===== config.mk =====
export PLATFORM = sky130hd
export DESIGN_NAME = pew_host
export DESIGN_NICKNAME = d
export VERILOG_FILES = /design/src/include/pew_pkg.sv /design/src/hdl/pew_strobe.sv /design/src/hdl/pew_host.sv
export VERILOG_INCLUDE_DIRS = /design/src /design/src/include
export SDC_FILE = /design/constraint.sdc
export NUM_CORES = 1
export LEC_CHECK = 0
export BUFFER_PORTS_ARGS = -buffer_cell sky130_fd_sc_hd__buf_2
export CORE_MARGIN = 1
export CORE_UTILIZATION = 47
export CTS_BUF_LIST = sky130_fd_sc_hd__clkbuf_8
export DETAILED_ROUTE_END_ITERATION = 8
export HOLD_SLACK_MARGIN = 0.12
export PLACE_DENSITY_LB_ADDON = 0.1
export SLEW_MARGIN = 25
export SYNTH_ARGS = -nofsm -noshare
export SYNTH_HDL_FRONTEND = slang
export SYNTH_SLANG_ARGS = --single-unit

===== constraint.sdc =====
create_clock -name CLK_SYS -period 3.1 [get_ports CLK_SYS]
set_input_delay 0.465 -clock CLK_SYS [delete_from_list [all_inputs] [get_ports CLK_SYS]]
set_output_delay 0.465 -clock CLK_SYS [all_outputs]
set_load 0.02 [all_outputs]

===== src/include/pew_map.svh =====
// constants for the parallel eeprom page-write host controller
// assumes a 125 MHz system clock driving the controller
`ifndef PEW_MAP_SVH
`define PEW_MAP_SVH

`define PEW_CLK_MHZ 125
`define PEW_TWC_MS 10
`define PEW_TWC_CYC (`PEW_TWC_MS * 1000 * `PEW_CLK_MHZ)
`define PEW_LOAD_WIN_US 150
`define PEW_LOAD_WIN_CYC (`PEW_LOAD_WIN_US * `PEW_CLK_MHZ)
`define PEW_TWP_NS 100
`define PEW_TWP_CYC ((`PEW_TWP_NS * `PEW_CLK_MHZ + 999) / 1000)
`define PEW_TWPH_NS 50
`define PEW_TWPH_CYC ((`PEW_TWPH_NS * `PEW_CLK_MHZ + 999) / 1000)
`define PEW_TACC_NS 120
`define PEW_TACC_CYC ((`PEW_TACC_NS * `PEW_CLK_MHZ + 999) / 1000)
`define PEW_PAGE_BYTES 64
`define PEW_LOCK_A0 13'h1555
`define PEW_LOCK_A1 13'h0aaa
`define PEW_LOCK_A2 13'h1555
`define PEW_LOCK_D0 8'haa
`define PEW_LOCK_D1 8'h55
`define PEW_LOCK_D2 8'ha0

`endif


===== src/include/pew_pkg.sv =====
// types for the parallel eeprom page-write host controller
// assumes pew_map.svh holds the numeric constants
package pew_pkg;
  typedef enum logic [1:0] {
    PEW_CMD_READ,
    PEW_CMD_WRITE,
    PEW_CMD_LOCK_WRITE
  } pew_cmd_e;
  typedef logic [12:0] pew_addr_t;
  typedef logic [7:0] pew_data_t;
endpackage


===== src/hdl/pew_strobe.sv =====
// one bus cycle on the eeprom pins: read or write strobe
// assumes a host controller that issues one cycle at a time
`timescale 1ns/100ps
`default_nettype none
`include "pew_map.svh"
module pew_strobe #(
  parameter int TWP = `PEW_TWP_CYC,
  parameter int TWPH = `PEW_TWPH_CYC,
  parameter int TACC = `PEW_TACC_CYC
) (
  input wire logic clk,
  input wire logic rst_n,
  input wire logic go,
  input wire logic wr,
  input wire pew_pkg::pew_addr_t addr,
  input wire pew_pkg::pew_data_t wdata,
  input wire pew_pkg::pew_data_t din_sync,
  output logic ce_n,
  output logic oe_n,
  output logic we_n,
  output pew_pkg::pew_addr_t a,
  output pew_pkg::pew_data_t dout,
  output logic doe,
  output logic done,
  output pew_pkg::pew_data_t rdata
);
  import pew_pkg::*;
  initial begin
    if (TWP < 1 || TWPH < 1 || TACC < 1 || TWP > 255 || TWPH > 255 || TACC > 252)
      $error("strobe times must fit the 8-bit counter");
  end
  // -----------------------------
  // state
  // -----------------------------
  typedef enum logic [1:0] {PST_IDLE, PST_SET, PST_PULSE, PST_HOLD} pst_e;
  typedef struct packed {
    pst_e st;
    logic [7:0] cnt;
    logic wr;
    logic ce_n;
    logic oe_n;
    logic we_n;
    pew_addr_t a;
    pew_data_t dout;
    logic doe;
    logic done;
    pew_data_t rdata;
  } pst_s;
  pst_s r, next_r;
  // read wait covers output delay plus the two sync stages on din
  localparam logic [7:0] RD_WAIT = 8'(TACC + 3);
  always_comb begin
    next_r = r;
    next_r.done = 1'b0;
    case (r.st)
      PST_IDLE: begin
        if (go) begin
          next_r.st = PST_SET;
          next_r.wr = wr;
          next_r.a = addr;
          next_r.dout = wdata;
          next_r.oe_n = 1'b1;
          next_r.ce_n = 1'b0;
        end
      end
      PST_SET: begin
        // address stable one cycle before we_n falls; oe_n high for writes
        next_r.st = PST_PULSE;
        if (r.wr) begin
          next_r.we_n = 1'b0;
          next_r.doe = 1'b1;
          next_r.cnt = 8'(TWP);
        end else begin
          next_r.oe_n = 1'b0;
          next_r.cnt = RD_WAIT;
        end
      end
      PST_PULSE: begin
        if (r.cnt > 8'h01) begin
          next_r.cnt = r.cnt - 8'h01;
        end else begin
          next_r.st = PST_HOLD;
          next_r.cnt = 8'(TWPH);
          // data held through the we_n rising edge, dropped a cycle later
          next_r.we_n = 1'b1;
          next_r.oe_n = 1'b1;
          if (!r.wr) begin
            next_r.rdata = din_sync;
          end
        end
      end
      PST_HOLD: begin
        next_r.doe = 1'b0;
        next_r.ce_n = 1'b1;
        if (r.cnt > 8'h01) begin
          next_r.cnt = r.cnt - 8'h01;
        end else begin
          next_r.st = PST_IDLE;
          next_r.done = 1'b1;
        end
      end
      default: next_r.st = PST_IDLE;
    endcase
  end
  always_ff @(posedge clk or negedge rst_n) begin
    if (!rst_n) begin
      r <= '{st: PST_IDLE, cnt: 8'h00, wr: 1'b0, ce_n: 1'b1, oe_n: 1'b1, we_n: 1'b1,
             a: 13'h0000, dout: 8'h00, doe: 1'b0, done: 1'b0, rdata: 8'h00};
    end else begin
      r <= next_r;
    end
  end
  assign ce_n = r.ce_n;
  assign oe_n = r.oe_n;
  assign we_n = r.we_n;
  assign a = r.a;
  assign dout = r.dout;
  assign doe = r.doe;
  assign done = r.done;
  assign rdata = r.rdata;
endmodule
`default_nettype wire


===== src/hdl/pew_host.sv =====
// host controller for an 8k x 8 parallel eeprom with page write and write lock
// assumes the eeprom pins attach directly; data bus is split into in, out, enable
//
// Notes on behaviour
// - write is we pulse with ce low, oe high
// - page write loads up to 64 bytes
// - next byte within 150 us or programming starts
// - same page bits 6-12 across one load
// - three-byte sequence enables lock after cycle
// - locked writes need three-byte prefix first
// - command sequences obey byte load window
`timescale 1ns/100ps
`default_nettype none
`include "pew_map.svh"
module pew_host #(
  parameter int TWC = `PEW_TWC_CYC,
  parameter int LOAD_WIN = `PEW_LOAD_WIN_CYC,
  parameter int PAGE = `PEW_PAGE_BYTES,
  parameter pew_pkg::pew_addr_t LOCK_A0 = `PEW_LOCK_A0,
  parameter pew_pkg::pew_addr_t LOCK_A1 = `PEW_LOCK_A1,
  parameter pew_pkg::pew_addr_t LOCK_A2 = `PEW_LOCK_A2,
  parameter pew_pkg::pew_data_t LOCK_D0 = `PEW_LOCK_D0,
  parameter pew_pkg::pew_data_t LOCK_D1 = `PEW_LOCK_D1,
  parameter pew_pkg::pew_data_t LOCK_D2 = `PEW_LOCK_D2
) (
  input wire logic CLK_SYS,
  input wire logic RST_N,
  input wire logic REQ_VALID,
  input wire pew_pkg::pew_cmd_e REQ_CMD,
  input wire pew_pkg::pew_addr_t REQ_ADDR,
  input wire pew_pkg::pew_data_t REQ_DATA,
  input wire logic REQ_LAST,
  output logic REQ_READY,
  output logic RSP_VALID,
  output pew_pkg::pew_data_t RSP_DATA,
  output logic BUSY,
  output logic TIMEOUT,
  output logic EE_CE_N,
  output logic EE_OE_N,
  output logic EE_WE_N,
  output pew_pkg::pew_addr_t EE_ADDR,
  input wire pew_pkg::pew_data_t EE_DQ_IN,
  output pew_pkg::pew_data_t EE_DQ_OUT,
  output logic EE_DQ_OE
);
  import pew_pkg::*;
  initial begin
    if (PAGE < 1 || PAGE > 64) $error("page size must be 1 to 64");
    if (LOAD_WIN < 64 || TWC <= LOAD_WIN) $error("timing counts out of range");
  end
  // -----------------------------
  // pin input sync
  // -----------------------------
  pew_data_t dq_s1, dq_s2;
  always_ff @(posedge CLK_SYS or negedge RST_N) begin
    if (!RST_N) begin
      dq_s1 <= 8'h00;
      dq_s2 <= 8'h00;
    end else begin
      dq_s1 <= EE_DQ_IN;
      dq_s2 <= dq_s1;
    end
  end
  // -----------------------------
  // state
  // -----------------------------
  typedef enum logic [2:0] {
    PH_IDLE, PH_PREFIX, PH_CYCLE, PH_LOAD, PH_POLL, PH_POLLWAIT
  } pew_ph_e;
  typedef struct packed {
    pew_ph_e ph;
    logic [1:0] pre_idx;
    logic [31:0] win;
    logic [31:0] twc;
    logic go;
    logic wr;
    pew_addr_t addr;
    pew_data_t data;
    pew_data_t last_data;
    logic [6:0] page;
    logic is_last;
    logic poll_rd;
    logic ready;
    logic rsp_valid;
    pew_data_t rsp_data;
    logic busy;
    logic timeout;
  } pew_host_s;
  pew_host_s r, next_r;
  logic st_done;
  pew_data_t st_rdata;
  function automatic pew_addr_t pre_addr(input logic [1:0] i);
    pre_addr = (i == 2'd0) ? LOCK_A0 : (i == 2'd1) ? LOCK_A1 : LOCK_A2;
  endfunction
  function automatic pew_data_t pre_data(input logic [1:0] i);
    pre_data = (i == 2'd0) ? LOCK_D0 : (i == 2'd1) ? LOCK_D1 : LOCK_D2;
  endfunction
  always_comb begin
    next_r = r;
    next_r.go = 1'b0;
    next_r.ready = 1'b0;
    next_r.rsp_valid = 1'b0;
    next_r.timeout = 1'b0;
    case (r.ph)
      PH_IDLE: begin
        next_r.ready = 1'b1;
        if (r.ready && REQ_VALID) begin
          next_r.ready = 1'b0;
          next_r.addr = REQ_ADDR;
          next_r.data = REQ_DATA;
          next_r.is_last = REQ_LAST;
          next_r.page = REQ_ADDR[12:6];
          next_r.pre_idx = 2'd0;
          next_r.win = 32'(LOAD_WIN);
          if (REQ_CMD == PEW_CMD_READ) begin
            next_r.wr = 1'b0;
            next_r.is_last = 1'b1;
            next_r.ph = PH_CYCLE;
            next_r.go = 1'b1;
          end else if (REQ_CMD == PEW_CMD_LOCK_WRITE) begin
            // prefix bytes are never kept as data, the page load carries on after them
            next_r.wr = 1'b1;
            next_r.ph = PH_PREFIX;
            next_r.go = 1'b1;
          end else begin
            next_r.wr = 1'b1;
            next_r.ph = PH_CYCLE;
            next_r.go = 1'b1;
          end
        end
      end
      PH_PREFIX: begin
        if (st_done) begin
          if (r.pre_idx == 2'd2) begin
            next_r.ph = PH_CYCLE;
            next_r.go = 1'b1;
          end else begin
            next_r.pre_idx = r.pre_idx + 2'd1;
            next_r.go = 1'b1;
          end
        end
      end
      PH_CYCLE: begin
        if (st_done) begin
          if (!r.wr) begin
            next_r.rsp_valid = 1'b1;
            next_r.rsp_data = st_rdata;
            next_r.ph = PH_IDLE;
          end else begin
            next_r.last_data = r.data;
            // shortened by the strobe tail and next-byte setup, so the device's own
            // window never lapses before the next falling write strobe
            next_r.win = 32'(LOAD_WIN - `PEW_TWPH_CYC - 4);
            next_r.ph = r.is_last ? PH_POLL : PH_LOAD;
            next_r.ready = !r.is_last;
            next_r.twc = 32'(TWC);
          end
        end
      end
      PH_LOAD: begin
        // a page write; the next byte must come inside the load window
        next_r.ready = 1'b1;
        if (r.win != 32'h0) begin
          next_r.win = r.win - 32'h1;
        end
        if (r.ready && REQ_VALID && REQ_CMD != PEW_CMD_READ
            && REQ_ADDR[12:6] == r.page) begin
          next_r.ready = 1'b0;
          next_r.addr = REQ_ADDR;
          next_r.data = REQ_DATA;
          next_r.is_last = REQ_LAST;
          next_r.ph = PH_CYCLE;
          next_r.go = 1'b1;
        end else if (r.win <= 32'h1) begin
          // window lost: device has started programming what it holds
          next_r.ready = 1'b0;
          next_r.ph = PH_POLL;
        end
      end
      PH_POLL: begin
        next_r.addr = {r.page, r.addr[5:0]};
        next_r.wr = 1'b0;
        next_r.ph = PH_POLLWAIT;
        next_r.go = 1'b1;
      end
      PH_POLLWAIT: begin
        if (r.twc != 32'h0) begin
          next_r.twc = r.twc - 32'h1;
        end
        if (st_done) begin
          // poll last byte: bit 7 true and bit 6 steady means done
          if (st_rdata[7] == r.last_data[7] && r.poll_rd
              && st_rdata[6] == r.rsp_data[6]) begin
            next_r.ph = PH_IDLE;
            next_r.poll_rd = 1'b0;
          end else if (r.twc == 32'h0) begin
            next_r.timeout = 1'b1;
            next_r.ph = PH_IDLE;
            next_r.poll_rd = 1'b0;
          end else begin
            next_r.poll_rd = 1'b1;
            next_r.rsp_data = st_rdata;
            next_r.ph = PH_POLL;
          end
        end
      end
      default: next_r.ph = PH_IDLE;
    endcase
    next_r.busy = (next_r.ph != PH_IDLE);
  end
  always_ff @(posedge CLK_SYS or negedge RST_N) begin
    if (!RST_N) begin
      r <= '0;
    end else begin
      r <= next_r;
    end
  end
  // -----------------------------
  // pin cycle engine
  // -----------------------------
  // whole-cycle strobes are far wider than 15 ns, so glitches never arise
  pew_strobe u_strobe (
    .clk(CLK_SYS),
    .rst_n(RST_N),
    .go(r.go),
    .wr(r.wr),
    .addr(r.ph == PH_PREFIX ? pre_addr(r.pre_idx) : r.addr),
    .wdata(r.ph == PH_PREFIX ? pre_data(r.pre_idx) : r.data),
    .din_sync(dq_s2),
    .ce_n(EE_CE_N),
    .oe_n(EE_OE_N),
    .we_n(EE_WE_N),
    .a(EE_ADDR),
    .dout(EE_DQ_OUT),
    .doe(EE_DQ_OE),
    .done(st_done),
    .rdata(st_rdata)
  );
  assign REQ_READY = r.ready;
  assign RSP_VALID = r.rsp_valid;
  assign RSP_DATA = r.rsp_data;
  assign BUSY = r.busy;
  assign TIMEOUT = r.timeout;
endmodule
`default_nettype wire


After elaboration in Yosys (flattened, before gate mapping)
Cells that the tools add are included.
{ "word_totals": {"regBits": 182, "output_inout_bits": 37, "input_bits": 35} }
{ "classes": {"n_reduce_logical": 45, "n_eq_ne": 32, "add_sub_neg": 4, "magnitude_cmp": 2, "n_mux": 77, "bitwise": 3} }
{ "ops": {"columns": ["op", "n"], "rows": [
  ["$mux W64", 2],
  ["$pmux W32 S3", 1],
  ["$mux W32", 2],
  ["$mux W8", 8],
  ["$pmux W32 S2", 1],
  ["$reduce_bool A32 Y1", 2],
  ["$sub A32 B1 Y32 const B", 2],
  ["$mux W13", 3],
  ["$pmux W13 S3", 1],
  ["$mux W37", 1],
  ["$le A32 B1 Y1 const B", 1],
  ["$logic_not A32 Y1", 1],
  ["$pmux W8 S2", 2],
  ["$mux W3", 10],
  ["$ne A2 B2 Y1 const B", 13],
  ["$pmux W8 S3", 1],
  ["$mux W23", 1],
  ["$mux W1", 22],
  ["$mux W21", 1],
  ["$pmux W3 S6", 1],
  ["$reduce_and A3 Y1", 6],
  ["$reduce_and A4 Y1", 4],
  ["$reduce_bool A2 Y1", 8],
  ["$reduce_bool A3 Y1", 5],
  ["28 further kinds", 64]
]} }

Depth between registers and ports, before layout
Gate-level depths: netlist of run 1.
{ "logic_depth": {"ltp_word": 7, "ltp_mapped": 9, "mapped_depth_nobuf": 7} }

Hierarchy
A second synthesis of run 1 with hierarchy kept.
{ "hier_totals": {"hier_cells": 917, "hier_area_um2": 9382.7} }
{ "modules_own_cells": {"columns": ["module", "cells_each", "n_inst", "area_per_inst_um2"], "rows": [
  ["pew_host", 726, 1, 7076.8],
  ["pew_strobe", 191, 1, 2306.0]
]} }

Worst setup path before layout of run 1
OpenSTA, ideal clock, no wires.
{ "synth_timing": {"path_kind": "register to register", "startpoint": "register r[78] (netlist name)", "endpoint": "register r[59] (netlist name)", "arrival_time_ns": 2.270, "n_path_buf": 3, "path_slack_ns": 0.698, "stages_incl_launch_ff": 9, "setup_time_ns": 0.132, "synth_period_minus_slack_ns": 2.402, "path_cell_list": "dfrtp_1 -> or4_1 -> buf_2 -> nor4_4 -> and4_1 -> buf_6 -> buf_6 -> nor3_1 -> or3b_1"} }
{ "synth_between": {"elab_chain_len": 3} }
{ "synth_lines": {"columns": ["item", "line_no", "text"], "rows": [
  ["from (decl)", "pew_host.sv:89", "pew_host_s r, next_r;"],
  ["from (signal assigned)", "pew_host.sv:215", "r <= next_r;"],
  ["$reduce_bool A32 Y1", "pew_host.sv:187", "if (r.twc != 32'h0) begin"],
  ["$ne A2 B2 Y1 (no source line)", null, null],
  ["$reduce_and A4 Y1 (no source line)", null, null]
]} }
No other way between the ends.
A chain may end at the register's enable or synchronous reset.

Worst setup path after layout of run 1
{ "layout_timing": {"startpoint": "register r[58] (netlist name)", "endpoint": "register r[63] (netlist name)"} }
{ "layout_between": {"elab_chain_len": 3, "word_cells_on_any_way": 6, "classes_between": "1 x add/sub; 1 x eq/ne; 2 x mux; 2 x reduce/logical"} }
{ "layout_lines": {"columns": ["item", "line_no"], "rows": [
  ["$sub A32 B1 Y32 or $reduce_bool A32 Y1 (tied branches)", "pew_host.sv:188, pew_host.sv:187"],
  ["$mux W32 or $ne A2 B2 Y1 (tied branches)", null],
  ["$pmux W32 S2 or $reduce_and A4 Y1 (tied branches)", null]
]} }
Several ways; a longest one is shown, not always the timed one. The select of a mux whose other input is x is not followed.

==> metrics.md, run 1 <==
| Metric | Value |
|---|---|
| Outcome | `completed` |
| I/O pin count | `72` |
| Vias in the first global route | `7010` |
| Mean area per synthesized cell | `9.353 um2` |
| Final setup fails | `0` |
| WHS | `226.7 ps` |
| Pin count of the biggest net entering global routing | `73` |
| CP max FO | `16` |
| Hold path depth | `3` |
| Post-synthesis sequential area ratio | `48.21%` |
| Placer's final routability congestion estimate | `0.8467` |
| Core area | `18830 um2` |
| Slew @ Worst Pin | `834.2 ps` |
| First-pass GRT wire length | `35290 um` |
| Crit-path cells | `or4_1, nor4_2, and4_1, buf_4, or4_1, mux2i_1` |
| FF+latch count, synth | `175` |
| Worst hold path class | `input pin to flip-flop` |
| Cell mode on critical path | `or4_1` |
| Final antenna-violating net count | `0` |
| Top cells by area, synth | `dfrtp_1 47%, nand2_1 5.7%, o21ai_0 4.3%` |
| IO Port Bufs | `71` |
| Met2 Resource Use GR | `36.03%` |
| DRT Wirelength | `20820 um` |
| Unique masters post-synth | `67` |
| Initial antenna violation count | `1` |
| Crit path max-delay family | `simple AND/OR/NAND/NOR gates` |
| CTS tree | `yes` |
| Synth top cells by count | `172 x dfrtp_1, 139 x nand2_1, 78 x o21ai_0` |
| Clk buf depth | `2` |
| Clock latency at the later pin of the worst-skew pair | `470 ps` |
| Area of the mapped netlist | `9091 um2` |
| Ys async rst share | `100.0%` |
| Leak | `4.588 nW` |
| Sw frac | `42.69%` |
| EDFF count, synth | `0` |
| Gate power share | `41.7%` |
| RSZ-0062 raised after global routing | `no` |
| Crit-path max cell delay | `640 ps` |
| Row count | `50` |
| Clk slew on worst S/H paths | `100 ps` |
| Mapped Cells | `972` |
| Wirelength per Cell | `15.96 um` |
| Gr busiest metal | `met2` |
| Synthesized Nets | `1020` |
| Fill cells | `1762` |
| Gr ovfl total | `0` |
| Tcrit/Tclk final | `87.00%` |
| Ys flop type | `dfrtp_1` |
| Kind of critical path | `flip-flop to flip-flop` |
| Worst Path Required | `3490 ps` |
| Detailed placer's ending HPWL | `14550 um` |
| DIE WIDTH | `141.1 um` |
| TritonCTS Buffers | `17` |
| Dominant cell by count in the synthesized netlist | `dfrtp_1` |
| Sequential share of power | `40.0%` |
| Worst Path Arrival | `3080 ps` |
| Fmax | `0.3708 GHz` |
| Die footprint | `19900 um2` |
| Pwr dens | `881.6 nW/um2` |
| Setup WS post-layout | `403.0 ps` |
| Final TNS setup | `0 ps` |
| Worst Reg-to-Reg Cells | `6` |
| Startpoint Class | `flip-flop` |
| Post-layout util | `53.95%` |
| CP Capture Type | `flip-flop` |
| Final Skew | `17.31 ps` |
| NetSw | `0.003823 W` |
| Clock sink count | `175` |
| Vias per cell | `5.546` |
| Total stage count of the critical path | `6` |
| H-tree Lvls | `4` |
| VDD IR-drop max | `394.5 uV` |
| Initial Util | `48.28%` |
| Internal cell power | `0.005133 W` |
| Cell Count, Final, Fillers Out | `1304` |
| Area grow syn2layout | `11.74%` |
| Met1 Usage GRT | `30.33%` |
| Area leader, netlist | `dfrtp_1` |
| Max-cap viol count | `0` |
| Chip Height | `141.1 um` |
| Minimum clock period | `2697 ps` |
| Final-report max-slew violation count | `0` |
| DRC Markers | `0` |
| CTS Root Cell | `clkbuf_8` |
| Total number of vias | `7232` |
| Initial DRC count | `427` |
| Top-area cell type share of the netlist area | `47.34%` |
| Slew headroom | `44.13%` |
| Clk pwr share | `18.3%` |
| CP bufs+invs | `1` |
| Cell at the slowest stage of the critical path | `or4_1` |
| Overall Global Routing Usage | `22.12%` |
| Yosys warns | `0` |
| # nets final | `1078` |
| Pre-CTS WS | `445.7 ps` |
| # placed instances | `1262` |
| Met3 usage | `4.008%` |
| Layout cells sized above 1 | `16.59%` |
| Endpoints failing hold | `0` |
| Drt pass-1 iters | `5` |
-- cells by family after synthesis --
logic type                 Yosys count  share of synthesized area (%)
AOI/OAI and AO/OA                  225                          14.82
xor gates and xnor gates            13                          1.252
adders and majority gates           13                          1.789
buffers and inverters              115                          6.193
DFF                                175                          48.21
muxes                               46                          5.285
and+or+nand+nor                    385                          22.45
-- power by group through the flow --
stage	Clock, W	Sequential, W	Combinational [W]
6_report	0.00164	0.00358	0.00374
5_1_grt	0.00179	0.00369	0.00417
4_1_cts	0.00169	0.00359	0.00376
3_5_place_dp	0	0.00362	0.00374
3_3_place_gp	0	0.00361	0.00369
2_1_floorplan	0	0.00346	0.00294
-- worst min-delay path: cells and delay by family --
kind          cells  cell delay [ps]
simple gates      1               40
buf+inv           1               90
mux               1               50
-- metal layers --
layer	routed length (um)	vias up
met4	200	0
met5	0	-
li1	-	3599
met1	10070	3515
met3	588	17
met2	9961	101
-- final timing paths --
kind	from	endpoint	slack, ps
max	r[58]$_DFFE_PN0P_	r[63]$_DFFE_PN0P_	400
min	REQ_DATA[2]	r[31]$_DFFE_PN0P_	230
max reg2reg	r[58]$_DFFE_PN0P_	r[63]$_DFFE_PN0P_	400
min reg2reg	dq_s1[5]$_DFF_PN0_	dq_s2[5]$_DFF_PN0_	350
max in group asynchronous	RST_N	r[46]$_DFFE_PN0P_	1770
min in group asynchronous	RST_N	u_strobe.r[36]$_DFFE_PN0P_	580
-- metrics by stage --
| step | power, W | cell area [um2] |
|---|---|---|
| CTS | 0.009034 | 10160 |
| finish | 0.008956 | 10160 |
| global route | 0.009651 | 10160 |
| detailed placement | 0.007363 | 9659 |
| floorplan | 0.006398 | 9091 |
| global placement | 0.007302 | 9659 |
-- registers in the layout, indices dropped and copies added, names as in the netlist --
signal,flops
TIMEOUT,1
BUSY,1
dq_s2,8
u_strobe.rdata,8
REQ_READY,1
u_strobe.ce_n,1
u_strobe.oe_n,1
u_strobe.dout,8
dq_s1,8
u_strobe.we_n,1
u_strobe.doe,1
u_strobe.r,11
RSP_VALID,1
u_strobe.done,1
u_strobe.a,13
RSP_DATA,8
r,102
-- placed cells by master, fill, tap and decap left out, types with 3 or more instances in the layout --
cell type,instances
o41ai_1,5
and3_1,4
dlygate4sd3_1,9
dfrtp_1,172
ha_1,13
nor3b_1,4
a21oi_1,70
inv_1,42
nor4_1,13
or3_1,24
a22o_1,3
clkbuf_8,19
xor2_1,6
and2_1,3
nand2_1,139
nor2_1,45
a21o_1,6
nand3_1,22
inv_6,5
nor3_1,31
and4_1,6
mux2_2,16
mux2i_1,30
buf_2,70
dfstp_2,3
buf_12,3
nor4_2,7
a31oi_1,8
buf_4,29
nand2b_1,13
xnor2_1,7
a22oi_1,3
or4_1,32
o311ai_0,3
nand4_1,15
nand3b_1,7
o21ai_0,78
o31ai_1,19
or2_2,7
o211ai_1,4
-- repair_timing --
item	4_1_cts	5_1_grt
endpoints found under the hold margin	75	0
hold buffers	9	0
gates resized for setup	0	0
buffers inserted	0	0
-- area by class of cell --
| cell class | count | area, um2 | share of cell area (%) |
|---|---|---|---|
| Clock inverter | 13 | 145.1 | 1.429 |
| Antenna cell | 1 | 2.502 | 0.02463 |
| Timing Repair Buffer | 112 | 729.5 | 7.181 |
| Tap cell | 260 | 325.3 | 3.202 |
| Multi-Input combinational cell | 682 | 4154 | 40.89 |
| Sequential cell | 175 | 4383 | 43.15 |
| Clock buffer | 19 | 261.5 | 2.574 |
| Inverter | 42 | 157.7 | 1.552 |
(Power assumes the default switching activity.)
==> inputs of run 2 (changes only) <==
--- a/config.mk
+++ b/config.mk
@@ -6,13 +6,13 @@
 export SDC_FILE = /design/constraint.sdc
 export NUM_CORES = 1
 export LEC_CHECK = 0
-export BUFFER_PORTS_ARGS = -buffer_cell sky130_fd_sc_hd__buf_2
 export CORE_MARGIN = 1
 export CORE_UTILIZATION = 47
 export CTS_BUF_LIST = sky130_fd_sc_hd__clkbuf_8
 export DETAILED_ROUTE_END_ITERATION = 8
+export DONT_BUFFER_PORTS = 1
 export HOLD_SLACK_MARGIN = 0.12
-export PLACE_DENSITY_LB_ADDON = 0.1
+export PLACE_DENSITY = 0.64
 export SLEW_MARGIN = 25
 export SYNTH_ARGS = -nofsm -noshare
 export SYNTH_HDL_FRONTEND = slang
==> metrics.md, run 2 (synthesis gave the netlist of run 1 again) <==
| Metric | Value |
|---|---|
| Fill cells | `1735 (-1.5%)` |
| Max FFs per register | `102 (unchanged)` |
| Number of diodes | `0 (-1)` |
| CP bufs+invs | `0 (-1)` |
| Leak | `4.313 nW (-6.0%)` |
| Clock latency at the later pin of the worst-skew pair | `480 ps (about the same)` |
| Final setup fails | `0 (unchanged)` |
| Max-cap viol count | `0 (unchanged)` |
| Die footprint | `19900 um2 (unchanged)` |
| Worst hold path class | `input pin to async pin` |
| Final antenna-violating net count | `0 (unchanged)` |
| Core area | `18830 um2 (unchanged)` |
| Layout cells sized above 1 | `9.736% (-6.9 points)` |
| CTS Hold Buffers Added | `29 (+20)` |
| Placer's final routability congestion estimate | `0.8257 (-2.5%)` |
| Startpoint Class | `flip-flop` |
| Crit-path cells | `nor4_2, nand3_1, or4_1, nor3b_1, or4_1` |
| H-tree Lvls | `4 (unchanged)` |
| Cell Count, Final, Fillers Out | `1246 (-4.4%)` |
| Final TNS setup | `0 ps (unchanged)` |
| Initial antenna violation count | `1 (unchanged)` |
| Drt pass-1 iters | `5 (unchanged)` |
| Chip Height | `141.1 um (unchanged)` |
| Pin count of the biggest net entering global routing | `176 (+140%)` |
| Most flops, register | `r` |
| Clk buf depth | `2 (unchanged)` |
| CTS tree | `yes` |
| IO Port Bufs | `0 (-100%)` |
| Overall Global Routing Usage | `22.12% (about the same)` |
| TritonCTS Buffers | `17 (unchanged)` |
| Gate power share | `37.5% (-4.2 points)` |
| Cell at the slowest stage of the critical path | `or4_1` |
| First-pass GRT wire length | `35160 um (-0.35%)` |
| Cts repair resizes | `0 (unchanged)` |
| Vias in the first global route | `6889 (-1.7%)` |
| Gr ovfl total | `0 (unchanged)` |
| Slew headroom | `42.97% (-1.2 points)` |
| I/O pin count | `72 (unchanged)` |
| Endpoints failing hold | `175 (+175)` |
| Cell mode on critical path | `or4_1` |
| WHS | `-326.5 ps (-553.2 ps)` |
| Wirelength per Cell | `16.67 um (+4.4%)` |
| Worst Path Required | `3440 ps (-50 ps)` |
| Multi-input logic area | `4154 um2 (unchanged)` |
| Total number of vias | `7129 (-1.4%)` |
| Pwr dens | `880.2 nW/um2 (-0.16%)` |
| Final Skew | `15.07 ps (-2.240 ps)` |
| Sw frac | `43.86% (+1.2 points)` |
| Total stage count of the critical path | `5 (-1)` |
| Vias per cell | `5.722 (+3.2%)` |
| Tcrit/Tclk final | `87.62% (+0.62 points)` |
| Outcome | `finished with violations` |
| Post-CTS Setup Bufs | `0 (unchanged)` |
| # placed instances | `1185 (-6.1%)` |
| Area grow syn2layout | `9.028%` |
| CP max FO | `7 (-9)` |
| VDD IR-drop max | `397.2 uV (+0.68%)` |
| Crit path max-delay family | `simple AND/OR/NAND/NOR gates` |
| # nets final | `1021 (-5.3%)` |
| Clk slew on worst S/H paths | `110 ps (about the same)` |
| DRT Wirelength | `20770 um (-0.21%)` |
| Row count | `50 (unchanged)` |
| NetSw | `0.003827 W (+0.11%)` |
| CP Capture Type | `flip-flop` |
| Clock sink count | `175 (unchanged)` |
| Kind of critical path | `flip-flop to flip-flop` |
| Initial DRC count | `555 (+30%)` |
| Fmax | `0.3681 GHz (-0.71%)` |
| Worst Path Arrival | `3060 ps (-20 ps)` |
| Crit-path max cell delay | `660 ps (+20 ps)` |
| Register Area | `4383 um2 (unchanged)` |
| Initial Util | `48.28% (unchanged)` |
| CTS Root Cell | `clkbuf_8` |
| RSZ-0062 raised after global routing | `no` |
| DRC Markers | `0 (unchanged)` |
| Worst Reg-to-Reg Cells | `5 (-1)` |
| Minimum clock period | `2716 ps (+19.35 ps)` |
| Most frequent cells in the layout | `172 x dfrtp_1, 139 x nand2_1, 78 x o21ai_0` |
| Clk pwr share | `18.5% (+0.2 points)` |
| Slew @ Worst Pin | `851.5 ps (+17.23 ps)` |
| Sequential share of power | `44.0% (+4.0 points)` |
| Failing checks | `hold timing` |
| Final-report max-slew violation count | `0 (unchanged)` |
| Most common cell after layout, fill and taps aside | `dfrtp_1` |
| Detailed placer's ending HPWL | `13830 um (-4.9%)` |
| Internal cell power | `0.004898 W (-4.6%)` |
| DIE WIDTH | `141.1 um (unchanged)` |
run 2: final timing paths:
path / start / endpoint / slack (ps)
worst min register to register: dq_s1[6]$_DFF_PN0_ / dq_s2[6]$_DFF_PN0_ / 360
max in group asynchronous: RST_N / r[82]$_DFFE_PN0P_ / 3100
worst max-delay path: r[110]$_DFFE_PN0P_ / r[118]$_DFF_PN0_ / 380
min in group CLK_SYS: REQ_ADDR[4] / r[41]$_DFFE_PN0P_ / 140
worst max register to register: r[110]$_DFFE_PN0P_ / r[118]$_DFF_PN0_ / 380
worst min-delay path: RST_N / u_strobe.r[36]$_DFFE_PN0P_ / -330
run 2: cell type report:
type / count / area share [%]
multi-input combinational: 682 / 41.91
clock buffer: 17 / 2.361
inverter: 42 / 1.591
timing repair buffer: 55 / 4.898
sequential: 175 / 44.22
tap: 260 / 3.282
clock inverter: 15 / 1.742
run 2: through the flow:
stage | setup WS (ps) | cell area [um2] | utilization, % | power [W]
2_1_floorplan | 697.9 | 9091 | - | 0.006398
3_3_place_gp | 502.2 | 9215 | 48.94 | 0.007032
4_1_cts | 417.2 | 9912 | 52.64 | 0.008757
3_5_place_dp | 439.2 | 9215 | 48.94 | 0.007101
5_1_grt | 214.5 | 9912 | 52.64 | 0.009391
6_report | 383.6 | 9912 | 52.64 | 0.008725
run 2: power groups by stage:
stage	sequential, W	clock [W]	combinational [W]
3_3_place_gp	0.00387	0	0.00317
4_1_cts	0.00384	0.00165	0.00327
6_report	0.00384	0.00161	0.00327
5_1_grt	0.00395	0.00174	0.00370
3_5_place_dp	0.00388	0	0.00323
2_1_floorplan	0.00346	0	0.00294
run 2: metal layers:
layer	track usage, %	vias to the layer above	share of wire [%]
met5	0	-	0.063
met4	6.178	2	1.2
met3	4.620	23	4.6
met2	34.81	143	47
met1	30.89	3479	47
li1	-	3482	-
==> inputs of run 3 (changes only) <==
==> constraint.sdc (replaced) <==
create_clock -name CLK_SYS -period 3.21 [get_ports CLK_SYS]
set_input_delay 0.4815 -clock CLK_SYS [delete_from_list [all_inputs] [get_ports CLK_SYS]]
set_output_delay 0.4815 -clock CLK_SYS [all_outputs]
set_load 0.02 [all_outputs]
==> metrics.md, run 3 (synthesis gave the netlist of run 1 again) <==
| Metric | Value |
|---|---|
| Outcome | `finished with violations` |
| Failing checks | `hold timing` |
| Cell Count, Final, Fillers Out | `1237 (-0.72%)` |
| Minimum clock period | `2671 ps (-45.54 ps)` |
| Most flops, register | `r` |
| Most frequent cells in the layout | `172 x dfrtp_1, 139 x nand2_1, 78 x o21ai_0` |
| Sw frac | `43.95% (+0.081 points)` |
| VDD IR-drop max | `421.4 uV (+6.1%)` |
| NetSw | `0.003703 W (-3.2%)` |
| Fill cells | `1715 (-1.2%)` |
| Met2 Resource Use GR | `33.59% (-1.2 points)` |
| Worst Reg-to-Reg Cells | `5 (unchanged)` |
| Register Area | `4383 um2 (unchanged)` |
| DRT Wirelength | `20630 um (-0.70%)` |
| Slew @ Worst Pin | `888.3 ps (+36.86 ps)` |
| Final setup fails | `0 (unchanged)` |
| Max-cap viol count | `0 (unchanged)` |
| Met1 Usage GRT | `30.77% (-0.13 points)` |
| Clk pwr share | `18.5% (about the same)` |
| Number of diodes | `0 (unchanged)` |
| Placer's final routability congestion estimate | `0.8331 (+0.90%)` |
| CTS tree | `yes` |
| Worst hold path class | `input pin to async pin` |
| Initial antenna violation count | `0 (-1)` |
| Sequential share of power | `44.1% (about the same)` |
| Endpoints failing hold | `175 (unchanged)` |
| Fmax | `0.3744 GHz (+1.7%)` |
| Setup WS post-layout | `539.2 ps (+155.5 ps)` |
| Final Cell Area | `9829 um2 (-0.83%)` |
| Initial DRC count | `514 (-7.4%)` |
| Vias per cell | `5.731 (+0.16%)` |
| Die footprint | `19900 um2 (unchanged)` |
| Detailed placer's ending HPWL | `13800 um (-0.26%)` |
| Internal cell power | `0.004723 W (-3.6%)` |
| Chip Height | `141.1 um (unchanged)` |
| Worst Path Arrival | `3010 ps (-50 ps)` |
| Max FFs per register | `102 (unchanged)` |
| Clock latency at the later pin of the worst-skew pair | `470 ps (about the same)` |
| Vias in the first global route | `6561 (-4.8%)` |
| CP Capture Type | `flip-flop` |
| Startpoint Class | `flip-flop` |
| # nets final | `1012 (-0.88%)` |
| Tcrit/Tclk final | `83.20% (-4.4 points)` |
| CTS Root Cell | `clkbuf_8` |
| Met3 usage | `4.314% (-0.31 points)` |
| Layout cells sized above 1 | `9.519% (-0.22 points)` |
| Final antenna-violating net count | `0 (unchanged)` |
| Clk slew on worst S/H paths | `110 ps (about the same)` |
| Multi-input logic area | `4154 um2 (unchanged)` |
| H-tree Lvls | `4 (unchanged)` |
| DIE WIDTH | `141.1 um (unchanged)` |
| I/O pin count | `72 (unchanged)` |
| Drt pass-1 iters | `5 (unchanged)` |
| Area grow syn2layout | `8.120%` |
| Initial Util | `48.28% (unchanged)` |
| WHS | `-300.5 ps (+26.01 ps)` |
| Slew headroom | `40.56% (-2.4 points)` |
| Worst Path Required | `3550 ps (+110 ps)` |
| Cts repair resizes | `0 (unchanged)` |
| Dpl cell area | `9193 um2 (-0.24%)` |
| Clk buf depth | `2 (unchanged)` |
| CP max FO | `7 (unchanged)` |
| Pre-CTS WS | `591.6 ps (+152.4 ps)` |
| TritonCTS Buffers | `17 (unchanged)` |
| Kind of critical path | `flip-flop to flip-flop` |
| Overall Global Routing Usage | `21.47% (-0.65 points)` |
| Row count | `50 (unchanged)` |
| Most common cell after layout, fill and taps aside | `dfrtp_1` |
| Pin count of the biggest net entering global routing | `176 (unchanged)` |
| Post-layout util | `52.20% (-0.44 points)` |
| Core area | `18830 um2 (unchanged)` |
| First-pass GRT wire length | `33960 um (-3.4%)` |
| CTS Hold Buffers Added | `23 (-21%)` |
| Final TNS setup | `0 ps (unchanged)` |
| Final-report max-slew violation count | `0 (unchanged)` |
| Pwr dens | `857.3 nW/um2 (-2.6%)` |
| Wirelength per Cell | `16.68 um (about the same)` |
| # placed instances | `1182 (-0.25%)` |
| Gate power share | `37.5% (about the same)` |
| Gr busiest metal | `met2` |
| IO Port Bufs | `0 (unchanged)` |
| Gr ovfl total | `0 (unchanged)` |
| Clock sink count | `175 (unchanged)` |
| Final Skew | `18.89 ps (+3.819 ps)` |
| RSZ-0062 raised after global routing | `no` |
| Total number of vias | `7089 (-0.56%)` |
| Leak | `4.276 nW (-0.86%)` |
| DRC Markers | `0 (unchanged)` |
| Post-CTS Setup Bufs | `0 (unchanged)` |
## run 3: cell types whose count changed in the layout (fill, tap and decap cells not counted)
cell and change:
inv_6 -1, dlygate4sd3_1 -6, clkinv_4 +1, buf_4 -3
## run 3: cell type report
type / instances / share of cell area (%)
well taps: 260 / 3.310
flip-flops and latches: 175 / 44.59
multi-input cells: 682 / 42.26
clock buffers: 17 / 2.380
repair buffers: 46 / 4.099
clock inverters: 15 / 1.757
inverters: 42 / 1.604
## run 3: power by group through the flow
stage	sequential, W	combinational (W)	clock [W]
floorplan	0.00334	0.00284	0
global placement	0.00373	0.00306	0
detailed placement	0.00375	0.00312	0
CTS	0.00371	0.00315	0.00160
global route	0.00381	0.00354	0.00168
finish	0.00371	0.00316	0.00156
## run 3: path summary, 6_finish.rpt
path,startpoint,end,slack [ps]
max,r[110]$_DFFE_PN0P_,r[118]$_DFF_PN0_,540
min,RST_N,u_strobe.r[35]$_DFFE_PN0P_,-300
max reg2reg,r[110]$_DFFE_PN0P_,r[118]$_DFF_PN0_,540
min reg2reg,dq_s1[0]$_DFF_PN0_,dq_s2[0]$_DFF_PN0_,360
max in group asynchronous,RST_N,r[114]$_DFFE_PN0P_,3230
min in group CLK_SYS,REQ_DATA[3],r[32]$_DFFE_PN0P_,150
## run 3: routing by layer
metal / up-vias / wire [um] / part of all wire (%)
li1: 3470 / - / -
met1: 3467 / 9913 / 48
met2: 139 / 9702 / 47
met3: 13 / 823 / 4.0
met4: 0 / 189 / 0.92
met5: - / 0 / 0
## run 3: metrics by stage
stage	total power, W	hold slack [ps]
3_5_place_dp	0.006861	195.1
2_1_floorplan	0.006178	185.9
5_1_grt	0.009028	-317.0
3_3_place_gp	0.006797	193.6
4_1_cts	0.008456	-321.9
6_report	0.008427	-300.5
## run 3: worst max-delay path, stage by stage (launching register included)
cell	delay [ps]
dfrtp_1	430
nor4_2	400
nand3_1	330
or4_1	650
nor3b_1	190
or4_1	530
